--- src/hdl/lksc_defs.svh ---
// Constants of the LED/key serial command unit: fields, resets, timing.
`ifndef LKSC_DEFS_SVH
`define LKSC_DEFS_SVH

// ----------------------------------------------------------------
// Command byte fields
// ----------------------------------------------------------------
`define LKSC_CMD_MODE 2'h0
`define LKSC_CMD_DATA 2'h1
`define LKSC_CMD_CTRL 2'h2
`define LKSC_CMD_ADDR 2'h3
`define LKSC_MODE_SEVEN_BIT 0
`define LKSC_DATA_READ_BIT 1
`define LKSC_DATA_FIXED_BIT 2
`define LKSC_CTRL_ON_BIT 3
`define LKSC_ADDR_LAST 4'hD
`define LKSC_KEY_PTR_LAST 6'h27

// ----------------------------------------------------------------
// Reset values
// ----------------------------------------------------------------
`define LKSC_MODE_RESET 1'b1
`define LKSC_DATA_RESET 4'h0
`define LKSC_ADDR_RESET 4'h0
`define LKSC_WIDTH_RESET 3'h0
// Idle pin levels: strobe, clock, line high; keys pulled low
`define LKSC_PIN_IDLE 5'h1C

// ----------------------------------------------------------------
// Timing
// ----------------------------------------------------------------
`define LKSC_CLK_NS 20
`define LKSC_SUBSLOT_NS 2000
`define LKSC_SUBSLOT_CYC (`LKSC_SUBSLOT_NS / `LKSC_CLK_NS)

`endif

--- src/hdl/lksc_pkg.sv ---
// Types shared by the LED/key serial command unit.
package lksc_pkg;

  // Meaning of the bytes that follow inside one strobe-low frame
  typedef enum logic [1:0] {PH_COMMAND, PH_WRITE, PH_READ, PH_IGNORE}
    lksc_phase_type;

  // Scan sequencer phase: digit drive or key-source scan
  typedef enum logic {SC_DIGIT, SC_KEY} lksc_scan_type;

endpackage

--- src/hdl/lksc_cmd_unit.sv ---
// Serial command unit of an LED display / key-scan driver.
`timescale 1ns/1ps
`include "lksc_defs.svh"

module lksc_cmd_unit #(
  parameter int SUBSLOT_CYC = `LKSC_SUBSLOT_CYC,
  parameter int RAM_BYTES = 14
) (
  input wire logic sys_clk_i,
  input wire logic srst_i,
  input wire logic frame_select_n_i,
  input wire logic shift_clk_i,
  input wire logic shared_serial_line_i,
  output logic shared_serial_line_o,
  output logic shared_serial_line_oe_n_o,
  input wire logic key_input_a_i,
  input wire logic key_input_b_i,
  output logic [11:0] segment_out_o,
  output logic [6:0] grid_out_o,
  output logic display_on_o,
  output logic [2:0] pulse_width_o,
  output logic seven_grid_mode_o,
  output logic [3:0] data_mode_o,
  output logic [3:0] ram_addr_o
);
  import lksc_pkg::*;

  // ----------------------------------------------------------------
  // Declarations
  // ----------------------------------------------------------------
  logic [4:0] pins_sync; // Strobe, clock, data, key b, key a
  logic strobe_n_s; // Synchronised strobe, high = idle
  logic clk_s; // Synchronised shift clock
  logic din_s; // Synchronised serial data
  logic clk_prev_reg; // Last shift clock level for edges
  logic clk_rise; // Rising shift edge inside a frame
  logic clk_fall; // Falling shift edge inside a frame
  logic [2:0] bit_cnt_reg; // Bits of the byte in flight
  logic [7:0] shift_reg; // Receive shifter, LSB arrives first
  logic [7:0] rx_byte; // Completed byte incl. last bit
  logic byte_done; // Eighth rising edge of a byte
  lksc_phase_type phase_reg; // What the next byte means
  logic cmd_done; // A command byte completed
  logic data_done; // A display data byte completed
  logic [1:0] cmd_type; // Command group, b7..b6
  logic mode_change; // Mode command with a new mode
  logic addr_ok; // Pointer inside the display RAM
  logic [7:0] ram_reg [0:RAM_BYTES-1]; // Display RAM
  logic [5:0] rd_ptr_reg; // Key bit being shifted out
  logic [19:0] key_snap_reg; // Keys frozen at the read command
  logic oe_n_reg; // Line release, low pulls line low
  logic [2:0] digit; // Digit slot from the sequencer
  logic [3:0] subslot; // Subslot within the slot
  lksc_scan_type scan_phase; // Digit or key-source slot
  logic [3:0] key_src; // Active key source
  logic [19:0] key_state; // Latched key matrix
  logic [3:0] even_idx; // RAM byte for segments 1..8
  logic [3:0] odd_idx; // RAM byte for segments 9..12
  logic lit; // Inside the on-time of the slot
  logic [4:0] on_time; // On-time in sixteenths

  // ----------------------------------------------------------------
  // Key bit selector for the read shifter
  // ----------------------------------------------------------------
  // Byte j carries sources 2j and 2j+1, b2 and b5..b7 read zero
  function automatic logic lksc_key_bit(input logic [19:0] keys,
                                        input logic [5:0] ptr);
    logic [4:0] base;
    logic bit_val;
    base = {ptr[5:3], 2'b00};
    bit_val = 1'b0;
    case (ptr[2:0])
      3'h0: bit_val = keys[base];
      3'h1: bit_val = keys[5'(base + 5'h01)];
      3'h3: bit_val = keys[5'(base + 5'h02)];
      3'h4: bit_val = keys[5'(base + 5'h03)];
      default: bit_val = 1'b0;
    endcase
    return bit_val;
  endfunction

  // ----------------------------------------------------------------
  // Pin synchronisation
  // ----------------------------------------------------------------
  // All serial pins and key inputs come from outside this clock
  lksc_sync #(
    .WIDTH(5),
    .RESET_VAL(`LKSC_PIN_IDLE)
  ) u_sync (
    .sys_clk_i(sys_clk_i),
    .srst_i(srst_i),
    .async_i({frame_select_n_i, shift_clk_i, shared_serial_line_i,
              key_input_b_i, key_input_a_i}),
    .sync_o(pins_sync)
  );

  assign strobe_n_s = pins_sync[4];
  assign clk_s = pins_sync[3];
  assign din_s = pins_sync[2];

  // ----------------------------------------------------------------
  // Shift clock edge detection
  // ----------------------------------------------------------------
  // Idle level is high so a frame does not start with a false rise
  always_ff @(posedge sys_clk_i)
  begin
    if (srst_i)
      clk_prev_reg <= 1'b1;
    else
      clk_prev_reg <= clk_s;
  end

  // Edges only count while the strobe is low
  assign clk_rise = clk_s && !clk_prev_reg && !strobe_n_s;
  assign clk_fall = !clk_s && clk_prev_reg && !strobe_n_s;

  // ----------------------------------------------------------------
  // Byte receiver
  // ----------------------------------------------------------------
  assign rx_byte = {din_s, shift_reg[7:1]};
  assign byte_done = clk_rise && (bit_cnt_reg == 3'h7);

  // Counter restarts whenever the strobe is high
  always_ff @(posedge sys_clk_i)
  begin
    if (srst_i || strobe_n_s)
      bit_cnt_reg <= 3'h0;
    else if (clk_rise)
      bit_cnt_reg <= bit_cnt_reg + 3'h1;
  end

  // Shift in from the top, so b0 ends at the bottom
  always_ff @(posedge sys_clk_i)
  begin
    if (srst_i)
      shift_reg <= 8'h00;
    else if (clk_rise && phase_reg != PH_READ)
      shift_reg <= rx_byte;
  end

  // ----------------------------------------------------------------
  // Frame phase
  // ----------------------------------------------------------------
  always_ff @(posedge sys_clk_i)
  begin
    if (srst_i || strobe_n_s)
      phase_reg <= PH_COMMAND;
    else if (byte_done)
    begin
      case (phase_reg)
        PH_COMMAND:
          // First byte decides the rest of the frame
          case (rx_byte[7:6])
            `LKSC_CMD_DATA:
              if (rx_byte[`LKSC_DATA_READ_BIT])
                phase_reg <= PH_READ;
              else
                phase_reg <= PH_WRITE;
            `LKSC_CMD_ADDR:
              if (data_mode_o[`LKSC_DATA_READ_BIT])
                phase_reg <= PH_IGNORE;
              else
                phase_reg <= PH_WRITE;
            default:
              phase_reg <= PH_IGNORE;
          endcase
        PH_WRITE:
          phase_reg <= PH_WRITE;
        PH_READ:
          phase_reg <= PH_READ;
        default:
          phase_reg <= PH_IGNORE;
      endcase
    end
  end

  assign cmd_done = byte_done && (phase_reg == PH_COMMAND);
  assign data_done = byte_done && (phase_reg == PH_WRITE);
  assign cmd_type = rx_byte[7:6];

  // ----------------------------------------------------------------
  // Display mode
  // ----------------------------------------------------------------
  // Repeating the mode in force is not a change at all
  assign mode_change = cmd_done && (cmd_type == `LKSC_CMD_MODE) &&
    (rx_byte[`LKSC_MODE_SEVEN_BIT] != seven_grid_mode_o);

  always_ff @(posedge sys_clk_i)
  begin
    if (srst_i)
      seven_grid_mode_o <= `LKSC_MODE_RESET;
    else if (mode_change)
      seven_grid_mode_o <= rx_byte[`LKSC_MODE_SEVEN_BIT];
  end

  // ----------------------------------------------------------------
  // Display control
  // ----------------------------------------------------------------
  // A mode change forces blanking until an explicit on command
  always_ff @(posedge sys_clk_i)
  begin
    if (srst_i)
      display_on_o <= 1'b0;
    else if (cmd_done && cmd_type == `LKSC_CMD_CTRL)
      display_on_o <= rx_byte[`LKSC_CTRL_ON_BIT];
    else if (mode_change)
      display_on_o <= 1'b0;
  end

  // Width 0 is the narrowest pulse, 1/16
  always_ff @(posedge sys_clk_i)
  begin
    if (srst_i)
      pulse_width_o <= `LKSC_WIDTH_RESET;
    else if (cmd_done && cmd_type == `LKSC_CMD_CTRL)
      pulse_width_o <= rx_byte[2:0];
  end

  // ----------------------------------------------------------------
  // Data setting
  // ----------------------------------------------------------------
  // b5..b4 are dropped, only b3..b0 are kept
  always_ff @(posedge sys_clk_i)
  begin
    if (srst_i)
      data_mode_o <= `LKSC_DATA_RESET;
    else if (cmd_done && cmd_type == `LKSC_CMD_DATA)
      data_mode_o <= rx_byte[3:0];
  end

  // ----------------------------------------------------------------
  // Address pointer
  // ----------------------------------------------------------------
  assign addr_ok = (ram_addr_o <= `LKSC_ADDR_LAST);

  // Pointer stops once outside the RAM so it cannot wrap back in
  always_ff @(posedge sys_clk_i)
  begin
    if (srst_i)
      ram_addr_o <= `LKSC_ADDR_RESET;
    else if (cmd_done && cmd_type == `LKSC_CMD_ADDR)
      ram_addr_o <= rx_byte[3:0];
    else if (data_done && addr_ok &&
             !data_mode_o[`LKSC_DATA_FIXED_BIT])
      ram_addr_o <= ram_addr_o + 4'h1;
  end

  // ----------------------------------------------------------------
  // Display RAM
  // ----------------------------------------------------------------
  // No reset: contents are undefined until software clears them
  always_ff @(posedge sys_clk_i)
  begin
    if (data_done && addr_ok)
      ram_reg[ram_addr_o] <= rx_byte;
  end

  // ----------------------------------------------------------------
  // Key read shifter
  // ----------------------------------------------------------------
  // Snapshot keeps one read coherent if the scan latches meanwhile
  always_ff @(posedge sys_clk_i)
  begin
    if (srst_i)
      key_snap_reg <= 20'h00000;
    else if (cmd_done && cmd_type == `LKSC_CMD_DATA)
      key_snap_reg <= key_state;
  end

  // Bits step on falling edges, wrapping after the last byte
  always_ff @(posedge sys_clk_i)
  begin
    if (srst_i || phase_reg != PH_READ)
      rd_ptr_reg <= 6'h00;
    else if (clk_fall)
    begin
      if (rd_ptr_reg == `LKSC_KEY_PTR_LAST)
        rd_ptr_reg <= 6'h00;
      else
        rd_ptr_reg <= rd_ptr_reg + 6'h01;
    end
  end

  // Open drain: pull low for a zero, release for a one
  always_ff @(posedge sys_clk_i)
  begin
    if (srst_i || strobe_n_s || phase_reg != PH_READ)
      oe_n_reg <= 1'b1;
    else if (clk_fall)
      oe_n_reg <= lksc_key_bit(key_snap_reg, rd_ptr_reg);
  end

  assign shared_serial_line_o = 1'b0;
  assign shared_serial_line_oe_n_o = oe_n_reg;

  // ----------------------------------------------------------------
  // Scan sequencer
  // ----------------------------------------------------------------
  lksc_scan #(
    .SUBSLOT_CYC(SUBSLOT_CYC)
  ) u_scan (
    .sys_clk_i(sys_clk_i),
    .srst_i(srst_i),
    .seven_grid_i(seven_grid_mode_o),
    .key_a_i(pins_sync[0]),
    .key_b_i(pins_sync[1]),
    .digit_o(digit),
    .subslot_o(subslot),
    .phase_o(scan_phase),
    .key_src_o(key_src),
    .key_state_o(key_state)
  );

  // ----------------------------------------------------------------
  // Segment and grid drive
  // ----------------------------------------------------------------
  assign even_idx = {digit, 1'b0};
  assign odd_idx = {digit, 1'b1};
  assign on_time = {1'b0, pulse_width_o, 1'b1}; // Width 0 gives 1/16
  assign lit = ({1'b0, subslot} < on_time);

  // Key steps own segments 1..10; the shared pin follows the mode
  always_ff @(posedge sys_clk_i)
  begin
    if (srst_i)
    begin
      segment_out_o <= 12'h000;
      grid_out_o <= 7'h00;
    end
    else if (scan_phase == SC_KEY)
    begin
      segment_out_o <= 12'(12'h001 << key_src);
      grid_out_o <= 7'h00;
    end
    else if (display_on_o && lit)
    begin
      segment_out_o <= {ram_reg[odd_idx][3:0], ram_reg[even_idx]};
      if (seven_grid_mode_o)
        segment_out_o[11] <= 1'b0;
      grid_out_o <= 7'(7'h01 << digit);
    end
    else
    begin
      segment_out_o <= 12'h000;
      grid_out_o <= 7'h00;
    end
  end

endmodule // lksc_cmd_unit

--- src/hdl/lksc_sync.sv ---
// Two-flop synchroniser for pins that arrive from outside sys_clk_i.
`timescale 1ns/1ps
module lksc_sync #(
  parameter int WIDTH = 5,
  parameter logic [WIDTH-1:0] RESET_VAL = '0 // Idle level of each pin
) (
  input wire logic sys_clk_i,
  input wire logic srst_i,
  input wire logic [WIDTH-1:0] async_i,
  output logic [WIDTH-1:0] sync_o
);

  logic [WIDTH-1:0] meta_reg; // First stage, read only by second stage

  // Second stage is the only reader of the first
  always_ff @(posedge sys_clk_i)
  begin
    if (srst_i)
    begin
      // Idle levels, so no false edge is seen on release
      meta_reg <= RESET_VAL;
      sync_o <= RESET_VAL;
    end
    else
    begin
      meta_reg <= async_i;
      sync_o <= meta_reg;
    end
  end

endmodule // lksc_sync

--- src/hdl/lksc_scan.sv ---
// Display/key scan sequencer: digit slots, key sources, key latch.
`timescale 1ns/1ps
`include "lksc_defs.svh"
module lksc_scan #(
  parameter int SUBSLOT_CYC = `LKSC_SUBSLOT_CYC
) (
  input wire logic sys_clk_i,
  input wire logic srst_i,
  input wire logic seven_grid_i,
  input wire logic key_a_i,
  input wire logic key_b_i,
  output logic [2:0] digit_o,
  output logic [3:0] subslot_o,
  output lksc_pkg::lksc_scan_type phase_o,
  output logic [3:0] key_src_o,
  output logic [19:0] key_state_o
);
  import lksc_pkg::*;

  logic [15:0] pre_reg; // Prescaler toward one subslot tick
  logic tick; // One-cycle enable per subslot
  logic slot_end; // Last tick of a slot
  logic [19:0] key_tmp_reg; // Samples gathered during this cycle

  // ----------------------------------------------------------------
  // Subslot enable divider
  // ----------------------------------------------------------------
  assign tick = (pre_reg == 16'(SUBSLOT_CYC - 1));
  assign slot_end = tick && (subslot_o == 4'hF);

  always_ff @(posedge sys_clk_i)
  begin
    if (srst_i || tick)
      pre_reg <= 16'h0000;
    else
      pre_reg <= pre_reg + 16'h0001;
  end

  // Sixteen subslots per slot; dimming compares against this
  always_ff @(posedge sys_clk_i)
  begin
    if (srst_i)
      subslot_o <= 4'h0;
    else if (tick)
      subslot_o <= subslot_o + 4'h1;
  end

  // ----------------------------------------------------------------
  // Slot sequence: digits, then ten key-source steps
  // ----------------------------------------------------------------
  always_ff @(posedge sys_clk_i)
  begin
    if (srst_i)
    begin
      phase_o <= SC_DIGIT;
      digit_o <= 3'h0;
      key_src_o <= 4'h0;
    end
    else if (slot_end)
    begin
      case (phase_o)
        SC_DIGIT:
          // Last digit depends on grid count
          // Compare with >= so a switch to six grids never overruns
          if (digit_o >= (seven_grid_i ? 3'h6 : 3'h5))
          begin
            phase_o <= SC_KEY;
            key_src_o <= 4'h0;
          end
          else
            digit_o <= digit_o + 3'h1;
        SC_KEY:
          if (key_src_o == 4'h9)
          begin
            phase_o <= SC_DIGIT;
            digit_o <= 3'h0;
          end
          else
            key_src_o <= key_src_o + 4'h1;
        default:
          phase_o <= SC_DIGIT;
      endcase
    end
  end

  // Sample both key inputs mid-step, while the source is settled
  always_ff @(posedge sys_clk_i)
  begin
    if (srst_i)
      key_tmp_reg <= 20'h00000;
    else if (tick && phase_o == SC_KEY && subslot_o == 4'h8)
      key_tmp_reg[{key_src_o, 1'b0} +: 2] <= {key_b_i, key_a_i};
  end

  // Key store only moves at the end of a display cycle, so reads
  // never see a half-scanned matrix
  always_ff @(posedge sys_clk_i)
  begin
    if (srst_i)
      key_state_o <= 20'h00000;
    else if (slot_end && phase_o == SC_KEY && key_src_o == 4'h9)
      key_state_o <= key_tmp_reg;
  end

endmodule // lksc_scan

--- config.mk ---
export PLATFORM = sky130hd
export DESIGN_NAME = lksc_cmd_unit
export DESIGN_NICKNAME = d
export VERILOG_FILES = /design/src/hdl/lksc_pkg.sv /design/src/hdl/lksc_cmd_unit.sv /design/src/hdl/lksc_sync.sv /design/src/hdl/lksc_scan.sv
export VERILOG_INCLUDE_DIRS = /design/src /design/src/hdl
export SDC_FILE = /design/constraint.sdc
export NUM_CORES = 1
export LEC_CHECK = 0
export BUFFER_PORTS_ARGS = -buffer_cell sky130_fd_sc_hd__buf_2
export CAP_MARGIN = 5
export CORE_MARGIN = 4
export CORE_UTILIZATION = 35
export CTS_BUF_LIST = sky130_fd_sc_hd__clkbuf_8
export DETAILED_ROUTE_END_ITERATION = 12
export PLACE_DENSITY_LB_ADDON = 0.2
export RECOVER_POWER = 50
export SYNTH_ARGS = -nofsm -noshare
export SYNTH_HDL_FRONTEND = slang
export SYNTH_SLANG_ARGS = --single-unit
--- constraint.sdc ---
create_clock -name sys_clk_i -period 7.1 [get_ports sys_clk_i]
set_clock_uncertainty 0.05 [all_clocks]
set_input_delay 1.775 -clock sys_clk_i [delete_from_list [all_inputs] [get_ports sys_clk_i]]
set_output_delay 1.775 -clock sys_clk_i [all_outputs]
set_load 0.02 [all_outputs]
==> flow_summary_export.csv <==
group,metric,value,unit
route,drc,0,
clock_network,clkSinkCount,237,
critical_path,path_max_fanout,36,
logic_synthesis,synth_top_cells_by_count,"153 x dfxtp_1, 126 x nand2_1, 84 x edfxtp_1, 70 x a21oi_1, 59 x nand3_1",
logic_synthesis,yosys_warnings,0,
global_routing,grt_start_max_net_pins,66,
logic_synthesis,synth_seq_cells,237,
clock_network,post-cts-setup-buffer-count,0,
pwr,power_frac_comb,0.9,%
clock_network,tritoncts,"built",
logic_synthesis,yosysMostFrequentCell,"dfxtp_1",
logic_synthesis,synthesis.area,10100,um^2
pwr,pwr_density_cell,228,nW/um^2
sta,max-slew-margin-rel,-12.1,%
global_routing,antenna_found_initial,0,
placed_design,portBuffers,39,
pwr,p_clk_share,44.6,%
global_routing,grt_pass1_vias,6873,
logic_synthesis,yosys.area.top_type_share,30.3,%
status,violations,"max-capacitance violations, max-slew violations",
pwr,p_sw_share,22.0,%
sta,tns,0,ns
pwr,internal_power,2.01,mW
clock_network,hold_buffers,0,
logic_synthesis,syn_nets,991,
sta,slew_violations,37,
critical_path,cp-start-kind,"input pin",
clock_network,numCtsBuffers,42,
logic_synthesis,synth_cell_types,66,
sta,tightest_slew,1.68,ns
final_layout,final_cells,1391,
route,first_iter_violations,499,
critical_path,critPathSlowestCell,"clkbuf_1",
floorplanning,dieArea,31700,um^2
clock_network,cts_max_path_buffers,3,
logic_synthesis,synth-edff-count,84,
route,firstDrtPassIters,5,
logic_synthesis,synth_area_leader_cell,"dfxtp_1",
global_routing,grt-ovfl-total,0,
clock_network,clk_latency,0.53,ns
final_layout,drive_gt1_share,13.9,%
critical_path,crit_buf_inv,3,
floorplanning,io-pin-count,41,
final_layout,area_growth,11.9,%
flow_run,drv_cap,1,
floorplanning,initial_core_util,35.9,%
final_layout,largest_reg_flops,84,
critical_path,rr_startpoint,"bit_cnt_reg[0]",
global_routing,grt_pass1_wl,37.5,mm
pwr,irDropWorstVdd,0.138,mV
pwr,leakagePower,3.80,nW
final_layout,antennaDiodeCount,0,
critical_path,required,7.44,ns
status,status,"complete, but fails checks",
placed_design,dp_slack,3.65,ns
sta,hold_violations,0,
route,wl_per_cell,16.7,um
critical_path,cp_top_family,"buffers and inverters",
route,drt-total-wl,23.2,mm
logic_synthesis,async_flop_share,0,%
clock_network,h-tree-depth,2,
logic_synthesis,synthTopCellsByArea,"dfxtp_1 30%, edfxtp_1 25%, mux2i_1 5.1%, nand2_1 4.7%, ha_1 3.8%",
floorplanning,core-area,28200,um^2
sta,max_freq,0.226,GHz
clock_network,clk_pin_slew_worst_paths,0.05,ns
floorplanning,fp-row-count,61,
placed_design,hpwl,15.2,mm
floorplanning,die_h,178,um
hold_path,whs_endpoint,"u_sync.sync_o[2]",
hold_path,min_from,"u_sync.meta_reg[2]",
route,avgViaCountPerCell,5.05,
pwr,p_seq_share,54.5,%
floorplanning,fp.dieW,178,um
route,dr_total_vias,7027,
critical_path,worstSetupPathType,"in2reg",
sta,finalCritPeriodShare,62.2,%
logic_synthesis,syn_area_per_cell,10.6,um^2
sta,rsz0062_at_grt,"false",
final_layout,fin_nets,1020,
sta,layout_setup_ws,2.68,ns
route,drt.antenna.violating_nets,0,
critical_path,crit_chain,"clkbuf_1 -> inv_1 -> clkbuf_1 -> nand2_1 -> nor2_1",
critical_path,cpPeakStageDelay,1.18,ns
logic_synthesis,syn_inst,953,
hold_path,hold_class,"reg2reg",
critical_path,worstPathArrival,4.76,ns
critical_path,timing.rr.end,"ram_reg[8][1]",
logic_synthesis,ys.flop_type,"dfxtp_1",
critical_path,path_common_cell,"clkbuf_1",
critical_path,r2r_setup_slack,4.12,ns
critical_path,end_kind,"flop",
clock_network,cts_root_buf,"clkbuf_8",
sta,setup_violations,0,
placed_design,dp.cells,1316,
critical_path,reg2reg_depth,6,
global_routing,grt_usage,14.8,%
sta,period_needed,4.42,ns
logic_synthesis,ys_seq_area_share,55.3,%
final_layout,utilization,40.1,%
hold_path,hold_depth,1,
placed_design,gp_congestion,0.768,
clock_network,cts_resized,0,
pwr,p_sw,0.567,mW
[layer usage]
metal | wire [um] | GRT usage, % | vias to the layer above
met3 | 1210 | 2.94 | 30
met4 | 425 | 4.48 | 0
li1 | - | - | 3494
met1 | 11800 | 22.0 | 3337
met5 | 0 | 0 | -
met2 | 9800 | 21.8 | 166
[how the worst max path moves through the flow]
stage / startpoint / endpoint / slack, ns / cells after the start
after floorplan: srst_i / grid_out_o[3] / 4.18 / 5
after global placement: srst_i / u_scan.pre_reg[8] / 3.67 / 5
after detailed placement: srst_i / u_scan.pre_reg[12] / 3.65 / 5
after CTS: ram_addr_o[2] / ram_addr_o[2] / 3.88 / 1
after global routing: srst_i / u_scan.pre_reg[3] / 2.30 / 5
final: srst_i / u_scan.pre_reg[3] / 2.68 / 5
[kinds of logic after synthesis]
family / share of synthesized area, %
DFF: 55.3
and+or+nand+nor: 17.4
muxes: 8.17
adders and majority gates: 3.84
xor gates and xnor gates: 1.65
other: 0.0371
buffers and inverters: 4.00
AOI/OAI and AO/OA: 9.70
[area by class of cell]
| class | instances | area (um^2) |
|---|---|---|
| well taps | 378 | 473 |
| fillers | 2783 | 16900 |
| flip-flops and latches | 237 | 5590 |
| multi-input cells | 627 | 4120 |
| clock buffers | 47 | 647 |
| inverters | 23 | 86.3 |
| repair buffers | 51 | 277 |
| clock inverters | 28 | 120 |
[cell usage in the layout (no fill, tap or decap), drive strengths merged, types with 13 or more instances in the layout]
cell type	Yosys	layout
a21oi	70	70
buf	28	48
clkbuf	38	50
clkinv	0	18
dfxtp	153	153
edfxtp	84	84
ha	31	31
inv	23	32
mux2i	51	51
mux4	13	13
nand2	126	126
nand3	59	59
nand4	14	14
nor2	46	46
nor3	20	20
o21ai	50	50
[per-stage QoR]
step	hold WS, ns	power, mW	instance area, um^2
global route	0.369	2.69	11300
global placement	0.343	1.46	10600
floorplan	0.339	1.45	10100
CTS	0.355	2.63	11300
detailed placement	0.344	1.46	10600
finish	0.353	2.58	11300
[power groups by stage]
stage          clock network (mW)  registers [mW]  logic (mW)
6_report                     1.15            1.41      0.0235
5_1_grt                      1.26            1.41      0.0265
4_1_cts                      1.20            1.41      0.0243
3_5_place_dp                    0            1.43      0.0243
3_3_place_gp                    0            1.43      0.0242
2_1_floorplan                   0            1.43      0.0195
(Power assumes the default switching activity.)
